[src/logic/dmapc_cfg.svh]
`ifndef DMAPC_CFG_SVH
`define DMAPC_CFG_SVH

// register port
`define DMAPC_AW 8
`define DMAPC_CFG_OFS 8'h10
`define DMAPC_STAT_OFS 8'h14

// config register field positions
`define DMAPC_BURST_BLOCK_BIT 19
`define DMAPC_SPACING_LSB 11
`define DMAPC_SPACING_MSB 13
`define DMAPC_ERR_IE_BIT 10
`define DMAPC_CHAIN_IE_BIT 9
`define DMAPC_XFER_IE_BIT 8

// config register reset values
`define DMAPC_SPACING_RST 3'h0
`define DMAPC_BIT_RST 1'b0

// status register field positions
`define DMAPC_STAT_STATE_LSB 0
`define DMAPC_STAT_GAP_BIT 2
`define DMAPC_STAT_BUF_BIT 3
`define DMAPC_STAT_LEFT_LSB 8
`define DMAPC_STAT_GAPCNT_LSB 16

// timing and burst shape
`define DMAPC_GAP_BASE 16
`define DMAPC_BURST_BEATS 5'h10
`define DMAPC_SINGLE_BEATS 5'h01

`endif

[src/logic/dmapc_pkg.sv]
package dmapc_pkg;

  // one command from the channel core: a data move or a chain operation
  typedef struct packed {
    logic [31:0] addr;
    logic [4:0] words;
    logic chain;
    logic wantBurst;
  } dmapc_cmd_t;

  // one transaction handed to the internal bus
  typedef struct packed {
    logic [31:0] addr;
    logic [4:0] beats;
    logic burst;
    logic chain;
  } dmapc_busreq_t;

  typedef enum logic [1:0] {
    ST_IDLE = 2'b00,
    ST_WAIT = 2'b01,
    ST_REQ = 2'b10,
    ST_BUSY = 2'b11
  } dmapc_state_t;

endpackage : dmapc_pkg

[src/logic/dmapc_buf.sv]
`timescale 1ns/1ps
`default_nettype none

module dmapc_buf #(
  parameter int W = 8,
  parameter int DEPTH = 2
) (
  // clock and reset
  input wire logic mclk,
  input wire logic nrst,
  // filling side
  input wire logic inValid,
  input wire logic [W-1:0] inData,
  output logic inReady,
  // draining side
  output logic outValid,
  output logic [W-1:0] outData,
  input wire logic outReady
);

  localparam int PW = (DEPTH > 1) ? $clog2(DEPTH) : 1;
  localparam int CW = $clog2(DEPTH + 1);

  logic [W-1:0] mem_ff [DEPTH];
  logic [PW-1:0] wp_ff;
  logic [PW-1:0] rp_ff;
  logic [CW-1:0] cnt_ff;
  logic [CW-1:0] nxt_cnt;
  logic notFull_ff;
  logic notEmpty_ff;
  logic push;
  logic pop;

  assign push = inValid & notFull_ff;
  assign pop = notEmpty_ff & outReady;
  assign inReady = notFull_ff;
  assign outValid = notEmpty_ff;
  assign outData = mem_ff[rp_ff];

  // occupancy; full and empty are kept as flops so ready never glitches
  always_comb begin
    nxt_cnt = cnt_ff;
    if (push && !pop) begin
      nxt_cnt = cnt_ff + CW'(1);
    end else if (pop && !push) begin
      nxt_cnt = cnt_ff - CW'(1);
    end
  end

  always_ff @(posedge mclk or negedge nrst) begin
    if (!nrst) begin
      cnt_ff <= '0;
      notFull_ff <= 1'b1;
      notEmpty_ff <= 1'b0;
    end else begin
      cnt_ff <= nxt_cnt;
      notFull_ff <= (nxt_cnt != CW'(DEPTH));
      notEmpty_ff <= (nxt_cnt != '0);
    end
  end

  // pointers wrap at the depth, which need not be a power of two
  always_ff @(posedge mclk or negedge nrst) begin
    if (!nrst) begin
      wp_ff <= '0;
      rp_ff <= '0;
    end else begin
      if (push) begin
        wp_ff <= (wp_ff == PW'(DEPTH - 1)) ? '0 : wp_ff + PW'(1);
      end
      if (pop) begin
        rp_ff <= (rp_ff == PW'(DEPTH - 1)) ? '0 : rp_ff + PW'(1);
      end
    end
  end

  // storage carries no reset; empty slots are never read out as valid
  always_ff @(posedge mclk) begin
    if (push) begin
      mem_ff[wp_ff] <= inData;
    end
  end

endmodule : dmapc_buf

`default_nettype wire

[src/logic/dmapc_gap.sv]
`timescale 1ns/1ps
`include "dmapc_cfg.svh"
`default_nettype none

module dmapc_gap #(
  parameter int CW = 11
) (
  // clock and reset
  input wire logic mclk,
  input wire logic nrst,
  // control
  input wire logic start,
  input wire logic [2:0] code,
  // state
  output logic expired,
  output logic [CW-1:0] count
);

  logic [CW-1:0] cnt_ff;
  logic [CW-1:0] interval;

  // code 0 loads nothing, so the next request may follow at once
  assign interval = (code == 3'h0) ? '0 :
    (CW'(`DMAPC_GAP_BASE) << (code - 3'h1));
  assign expired = (cnt_ff == '0);
  assign count = cnt_ff;

  // loaded at the end of a transaction, then counts down once per clock
  always_ff @(posedge mclk or negedge nrst) begin
    if (!nrst) begin
      cnt_ff <= '0;
    end else if (start) begin
      cnt_ff <= interval;
    end else if (cnt_ff != '0) begin
      cnt_ff <= cnt_ff - CW'(1);
    end
  end

endmodule : dmapc_gap

`default_nettype wire

[src/logic/dmapc_top.sv]
// How it works
// - burst-block set: data transfers go out as singles even if bursts are asked
// - burst-block leaves descriptor fetches and chain operations untouched
// - block clear: burst when programmed, aligned and enough words remain, else single
// - successive bus transactions are kept apart by the chosen spacing
// - spacing 000 is back-to-back; 001..111 give 16 to 1024 bus clocks
// - error interrupt only when the error enable bit is one
// - chain-done interrupt only when the chain-done enable bit is one
// - transfer-done interrupt only when the transfer-done enable bit is one
// - spacing, burst-block and enables reset to zero and are read/write
`timescale 1ns/1ps
`include "dmapc_cfg.svh"
`default_nettype none

module dmapc_top #(
  parameter int BUF_DEPTH = 2,
  parameter int GAP_W = 11
) (
  // clock and reset
  input wire logic mclk,
  input wire logic nrst,
  // register port
  input wire logic [`DMAPC_AW-1:0] regAddr,
  input wire logic [31:0] regWrData,
  input wire logic regWr,
  input wire logic regRd,
  output logic [31:0] regRdData,
  // commands from the channel core
  input wire logic cmdValid,
  input wire dmapc_pkg::dmapc_cmd_t cmdIn,
  output logic cmdReady,
  // internal bus request side
  output logic busReqValid,
  output dmapc_pkg::dmapc_busreq_t busReq,
  input wire logic busAck,
  input wire logic busDone,
  // channel events
  input wire logic errEvent,
  input wire logic chainDoneEvent,
  input wire logic xferDoneEvent,
  // interrupt requests
  output logic errIrq,
  output logic chainIrq,
  output logic xferIrq
);

  import dmapc_pkg::*;

  localparam int CMD_W = $bits(dmapc_cmd_t);

  // configuration fields
  logic burstBlock_ff;
  logic [2:0] spacing_ff;
  logic error_irq_enable_ff;
  logic chainIe_ff;
  logic xferIe_ff;

  // register port
  logic [31:0] rdData_ff;
  logic [31:0] cfgWord;
  logic [31:0] statWord;
  logic cfgHit;
  logic statHit;

  // command buffer
  logic bufValid;
  logic bufReady;
  logic [CMD_W-1:0] bufData;
  dmapc_cmd_t bufCmd;

  // transaction sequencer
  dmapc_state_t state_ff;
  dmapc_state_t nxt_state;
  logic [31:0] addr_ff;
  logic [4:0] left_ff;
  logic chain_ff;
  logic wantBurst_ff;
  logic reqValid_ff;
  dmapc_busreq_t req_ff;
  dmapc_busreq_t nxt_req;
  logic aligned;
  logic enough;
  logic doBurst;
  logic issue;
  logic endTxn;

  // spacing timer
  logic gapExpired;
  logic [GAP_W-1:0] gapCount;

  // interrupt pulses
  logic errIrq_ff;
  logic chainIrq_ff;
  logic xferIrq_ff;

  assign regRdData = rdData_ff;
  assign busReqValid = reqValid_ff;
  assign busReq = req_ff;
  assign errIrq = errIrq_ff;
  assign chainIrq = chainIrq_ff;
  assign xferIrq = xferIrq_ff;

  // ---------------------------------------------------------------
  // register decode
  assign cfgHit = (regAddr == `DMAPC_CFG_OFS);
  assign statHit = (regAddr == `DMAPC_STAT_OFS);

  // config fields hold their value until software rewrites them
  always_ff @(posedge mclk or negedge nrst) begin
    if (!nrst) begin
      burstBlock_ff <= `DMAPC_BIT_RST;
      spacing_ff <= `DMAPC_SPACING_RST;
      error_irq_enable_ff <= `DMAPC_BIT_RST;
      chainIe_ff <= `DMAPC_BIT_RST;
      xferIe_ff <= `DMAPC_BIT_RST;
    end else if (regWr && cfgHit) begin
      burstBlock_ff <= regWrData[`DMAPC_BURST_BLOCK_BIT];
      spacing_ff <= regWrData[`DMAPC_SPACING_MSB:`DMAPC_SPACING_LSB];
      error_irq_enable_ff <= regWrData[`DMAPC_ERR_IE_BIT];
      chainIe_ff <= regWrData[`DMAPC_CHAIN_IE_BIT];
      xferIe_ff <= regWrData[`DMAPC_XFER_IE_BIT];
    end
  end

  // reserved bits of both words read as zero
  always_comb begin
    cfgWord = 32'h0000_0000;
    cfgWord[`DMAPC_BURST_BLOCK_BIT] = burstBlock_ff;
    cfgWord[`DMAPC_SPACING_MSB:`DMAPC_SPACING_LSB] = spacing_ff;
    cfgWord[`DMAPC_ERR_IE_BIT] = error_irq_enable_ff;
    cfgWord[`DMAPC_CHAIN_IE_BIT] = chainIe_ff;
    cfgWord[`DMAPC_XFER_IE_BIT] = xferIe_ff;
  end

  // status shows the sequencer, the timer and the buffer
  always_comb begin
    statWord = 32'h0000_0000;
    statWord[`DMAPC_STAT_STATE_LSB +: 2] = state_ff;
    statWord[`DMAPC_STAT_GAP_BIT] = ~gapExpired;
    statWord[`DMAPC_STAT_BUF_BIT] = bufValid;
    statWord[`DMAPC_STAT_LEFT_LSB +: 5] = left_ff;
    statWord[`DMAPC_STAT_GAPCNT_LSB +: GAP_W] = gapCount;
  end

  // read data stand only in the cycle after the strobe; unmapped reads zero
  always_ff @(posedge mclk or negedge nrst) begin
    if (!nrst) begin
      rdData_ff <= 32'h0000_0000;
    end else if (regRd && cfgHit) begin
      rdData_ff <= cfgWord;
    end else if (regRd && statHit) begin
      rdData_ff <= statWord;
    end else begin
      rdData_ff <= 32'h0000_0000;
    end
  end

  // ---------------------------------------------------------------
  // two-entry buffer between the channel core and the sequencer;
  // a busy bus stalls the sequencer, the buffer fills and cmdReady drops
  dmapc_buf #(
    .W(CMD_W),
    .DEPTH(BUF_DEPTH)
  ) u_buf (
    .mclk(mclk),
    .nrst(nrst),
    .inValid(cmdValid),
    .inData(cmdIn),
    .inReady(cmdReady),
    .outValid(bufValid),
    .outData(bufData),
    .outReady(bufReady)
  );

  assign bufCmd = dmapc_cmd_t'(bufData);
  assign bufReady = (state_ff == ST_IDLE);

  // ---------------------------------------------------------------
  // spacing timer, restarted at the end of every bus transaction
  dmapc_gap #(
    .CW(GAP_W)
  ) u_gap (
    .mclk(mclk),
    .nrst(nrst),
    .start(endTxn),
    .code(spacing_ff),
    .expired(gapExpired),
    .count(gapCount)
  );

  // ---------------------------------------------------------------
  // burst choice for the next transaction, from the current address and
  // the words still to move; a short tail always falls back to singles
  assign aligned = (addr_ff[5:2] == 4'h0);
  assign enough = (left_ff >= `DMAPC_BURST_BEATS);

  always_comb begin
    if (chain_ff) begin
      doBurst = wantBurst_ff & aligned & enough;
    end else begin
      doBurst = wantBurst_ff & ~burstBlock_ff & aligned & enough;
    end
  end

  always_comb begin
    nxt_req.addr = addr_ff;
    nxt_req.burst = doBurst;
    nxt_req.beats = doBurst ? `DMAPC_BURST_BEATS : `DMAPC_SINGLE_BEATS;
    nxt_req.chain = chain_ff;
  end

  // a request goes out only once the spacing has run down
  assign issue = (state_ff == ST_WAIT) && gapExpired;
  assign endTxn = (state_ff == ST_BUSY) && busDone;

  // sequencer: take a command, then one bus transaction per pass
  always_comb begin
    nxt_state = state_ff;
    unique case (state_ff)
      ST_IDLE: begin
        if (bufValid) begin
          nxt_state = ST_WAIT;
        end
      end
      ST_WAIT: begin
        if (issue) begin
          nxt_state = ST_REQ;
        end
      end
      ST_REQ: begin
        if (busAck) begin
          nxt_state = ST_BUSY;
        end
      end
      ST_BUSY: begin
        if (busDone) begin
          nxt_state = (left_ff <= req_ff.beats) ? ST_IDLE : ST_WAIT;
        end
      end
    endcase
  end

  always_ff @(posedge mclk or negedge nrst) begin
    if (!nrst) begin
      state_ff <= ST_IDLE;
    end else begin
      state_ff <= nxt_state;
    end
  end

  // command under work: address and words left advance per transaction
  always_ff @(posedge mclk or negedge nrst) begin
    if (!nrst) begin
      addr_ff <= 32'h0000_0000;
      left_ff <= 5'h00;
      chain_ff <= 1'b0;
      wantBurst_ff <= 1'b0;
    end else if (bufValid && bufReady) begin
      addr_ff <= bufCmd.addr;
      left_ff <= bufCmd.words;
      chain_ff <= bufCmd.chain;
      wantBurst_ff <= bufCmd.wantBurst;
    end else if (endTxn) begin
      addr_ff <= addr_ff + {25'h0000000, req_ff.beats, 2'h0};
      left_ff <= (left_ff <= req_ff.beats) ? 5'h00 : left_ff - req_ff.beats;
    end
  end

  // request held steady until the bus accepts it
  always_ff @(posedge mclk or negedge nrst) begin
    if (!nrst) begin
      reqValid_ff <= 1'b0;
      req_ff <= '0;
    end else if (issue) begin
      reqValid_ff <= 1'b1;
      req_ff <= nxt_req;
    end else if (state_ff == ST_REQ && busAck) begin
      reqValid_ff <= 1'b0;
    end
  end

  // ---------------------------------------------------------------
  // interrupt requests: one-cycle pulses, each gated by its enable;
  // the core above keeps its own sticky status
  always_ff @(posedge mclk or negedge nrst) begin
    if (!nrst) begin
      errIrq_ff <= 1'b0;
      chainIrq_ff <= 1'b0;
      xferIrq_ff <= 1'b0;
    end else begin
      errIrq_ff <= errEvent & error_irq_enable_ff;
      chainIrq_ff <= chainDoneEvent & chainIe_ff;
      xferIrq_ff <= xferDoneEvent & xferIe_ff;
    end
  end

endmodule : dmapc_top

`default_nettype wire
[config.mk]
export PLATFORM = sky130hd
export DESIGN_NAME = dmapc_top
export DESIGN_NICKNAME = d
export VERILOG_FILES = /design/src/logic/dmapc_pkg.sv /design/src/logic/dmapc_buf.sv /design/src/logic/dmapc_gap.sv /design/src/logic/dmapc_top.sv
export VERILOG_INCLUDE_DIRS = /design/src /design/src/logic
export SDC_FILE = /design/constraint.sdc
export NUM_CORES = 1
export LEC_CHECK = 0
export BUFFER_PORTS_ARGS = -buffer_cell sky130_fd_sc_hd__buf_4
export CAP_MARGIN = 10
export CORE_MARGIN = 4
export CORE_UTILIZATION = 40
export DETAILED_ROUTE_END_ITERATION = 12
export PLACE_DENSITY = 0.61
export SLEW_MARGIN = 10
export SYNTH_ARGS = -nofsm -noshare
export SYNTH_HDL_FRONTEND = slang
export SYNTH_SLANG_ARGS = --single-unit
export TNS_END_PERCENT = 50
[constraint.sdc]
create_clock -name mclk -period 2.7 [get_ports mclk]
set_clock_uncertainty 0.2 [all_clocks]
set_input_delay 0.27 -clock mclk [delete_from_list [all_inputs] [get_ports mclk]]
set_output_delay 0.27 -clock mclk [all_outputs]
set_load 0.02 [all_outputs]
==> metrics.txt <==
CTS H-tree lvls=1; vias in the first global route=5995; Total Neg Setup Slack=0 ns; gpl congestion=0.870; post-route ant nets=0; Synth async-reset ratio=0.616; Mapped Area=0.00871 mm²; crit-path max cell delay=0.52 ns; CP max-delay cell=or4_1; Worst-path clk slew=0.06 ns; total gr overflow=0; routed vias=6021; dpl cells=1056; FMAX=427 MHz; # diodes=0; Area contributors post-synth=dfrtp_1 (36%), edfxtp_1 (27%), mux2_2 (5.2%); layout cells sized above 1=0.255; CP Max Fanout=17; Synth-to-Final Area Change=28.5%; RSZ-0062 raised after global routing=no; final hold violations=0; critical path endpoint category=flip-flop; reg-to-reg endpoint=addr_ff[20]; Post-synth EDFFs=78; Tot GR Track Use=0.158; total power=0.00625 W; Yosys top cell area share=0.356; Post-Syn Instances=673; Non-Filler Instances=1146; max-cap violations=0; Worst Tran Pin Value=0.703 ns; leading area contributor after synthesis=dfrtp_1; Power Dens Cells=558 mW/mm²; layout net count=959; die area=0.0242 mm²; reg2reg start=state_ff[1]; CTS Sinks=203; Slew Viols, Final=0; Mapped Avg Cell Area=12.9 µm²; IO Pins=165; outcome=finished clean; TritonCTS clock tree=built; first-pass GRT wire length=31.3 mm; drc violations=0; Yosys cell types=60; Initial Utilization=0.410; number of vias per cell=5.25; Ys Warns=0; main flop type after synthesis=dfrtp_1; critical path arrival=2.55 ns; Setup CP Type=reg -> reg; Critical Path Source Type=flip-flop; commonest non-fill, non-tap cell in the layout=buf_4; Clock Path Buffers=3; die width=156 µm; final period utilization=0.867; WP data required=2.91 ns; CTS root buf=clkbuf_16; sequential area share after synthesis=0.628; DRT Pass-1 Iters=5; maximum vdd drop=336 µV; Rows=53; largest net degree at the start of global routing=75; Resize count post-CTS=0; die height=156 µm; leak pwr=4.64 nW; Hold WS=0.0333 ns; final core occ=0.527; Final Critical Period=2.34 ns; setup slack on the worst flop-to-flop path=0.36 ns; Filler cells=1808; routed wire length=19.5 mm; initial drt markers=344; Hold Path Class=in -> async; Num CTS Buffers=22; R2R depth=6; Multi-input gate area=0.00301 mm²; Post-DP HPWL=13.8 mm; Wirelength per Cell=17.0 µm; register area=0.00547 mm²; Clk Latency, worst-skew pair=0.49 ns; worst relative slew slack=0.531; crit-path cells=ha_1 -> and2_1 -> nand4_1 -> buf_4 -> or4_1 -> a31oi_1; commonest non-fill, non-tap cells in the layout=buf_4 (136), dfrtp_1 (123), edfxtp_1 (78); initial antenna violation count=0; Final Setup Violations=0; port bufs=125; flop and latch count out of synthesis=203; core footprint=0.0212 mm²
[state kept, by name (all words and copies together), names as in the netlist, 3 cells and up]
register / count
busReq: 35
regRdData: 21
spacing_ff: 3
u_gap.count: 11
u_buf.mem_ff: 78
left_ff: 5
addr_ff: 32
[synthesized netlist by cell type, types with 5 or more instances]
master	n
dfrtp_1	124
edfxtp_1	78
mux2_2	40
nand2_1	31
a211oi_1	29
nor2b_1	29
a31oi_1	25
and2_1	22
clkbuf_1	21
nor2_1	20
nand3_1	18
o21ai_0	17
buf_4	15
inv_1	15
ha_1	14
mux2i_1	14
nand4_1	14
a21oi_1	13
or4_1	13
o31ai_1	12
xnor2_1	10
or3_1	9
nor3_1	7
a22o_1	6
and3_1	6
xor2_1	6
buf_1	5
buf_2	5
[repair_timing]
action,CTS,global route
setup buffers,0,0
endpoints found under the setup margin,0,0
hold endpoints to repair,213,0
hold buffers,51,0
[through the flow]
stage	setup WS, ns	area (µm²)
5_1_grt	0.175	11200
4_1_cts	0.367	11200
3_5_place_dp	0.382	10000
3_3_place_gp	0.411	10000
2_1_floorplan	0.319	8760
6_report	0.359	11200
[cell families after synthesis]
group | synth area share
compound gates | 0.103
xor+xnor | 0.0161
fa+ha+maj | 0.0201
buf+inv | 0.0335
flops | 0.628
mux | 0.0678
other cells | 0.000431
simple gates | 0.130
[final cells by class]
cell class | instances | area share
clock inverters | 8 | 0.00592
clock buffers | 31 | 0.0550
multi-input cells | 422 | 0.269
well taps | 275 | 0.0307
inverters | 15 | 0.00503
repair buffers | 192 | 0.146
flip-flops and latches | 203 | 0.489
[power breakdown]
| part | switching (W) | internal [W] | leakage, nW | total, W |
|---|---|---|---|---|
| combinational | 0.0000969 | 0.000119 | 2.08 | 0.000216 |
| clock | 0.00113 | 0.00168 | 0.328 | 0.00282 |
| sequential | 0.00000658 | 0.00321 | 2.23 | 0.00322 |
| total | 0.00124 | 0.00501 | 4.64 | 0.00625 |
[worst max-delay path by stage]
stage / depth (start not counted) / to / start
detailed placement: 6 / addr_ff[30] / state_ff[1]
global route: 6 / addr_ff[26] / busReq[2]
CTS: 6 / addr_ff[30] / state_ff[1]
global placement: 6 / addr_ff[28] / state_ff[1]
floorplan: 2 / u_buf.mem_ff[0][0] / u_buf.inReady
finish: 6 / addr_ff[20] / state_ff[1]
[per-layer routing]
metal / GRT usage / up-vias / share of wire
met5: 0 / - / 0
met3: 0.0264 / 28 / 0.058
met2: 0.249 / 178 / 0.46
met1: 0.227 / 2928 / 0.46
met4: 0.0479 / 0 / 0.019
li1: - / 2887 / -
[critical path: cells and delay by family, from the launching register on]
kind,cells,cell delay [ns]
flops,1,0.43
simple gates,3,0.94
fa+ha+maj,1,0.32
buf+inv,1,0.21
compound gates,1,0.17
No activity file was read; power rests on OpenSTA's default activity.
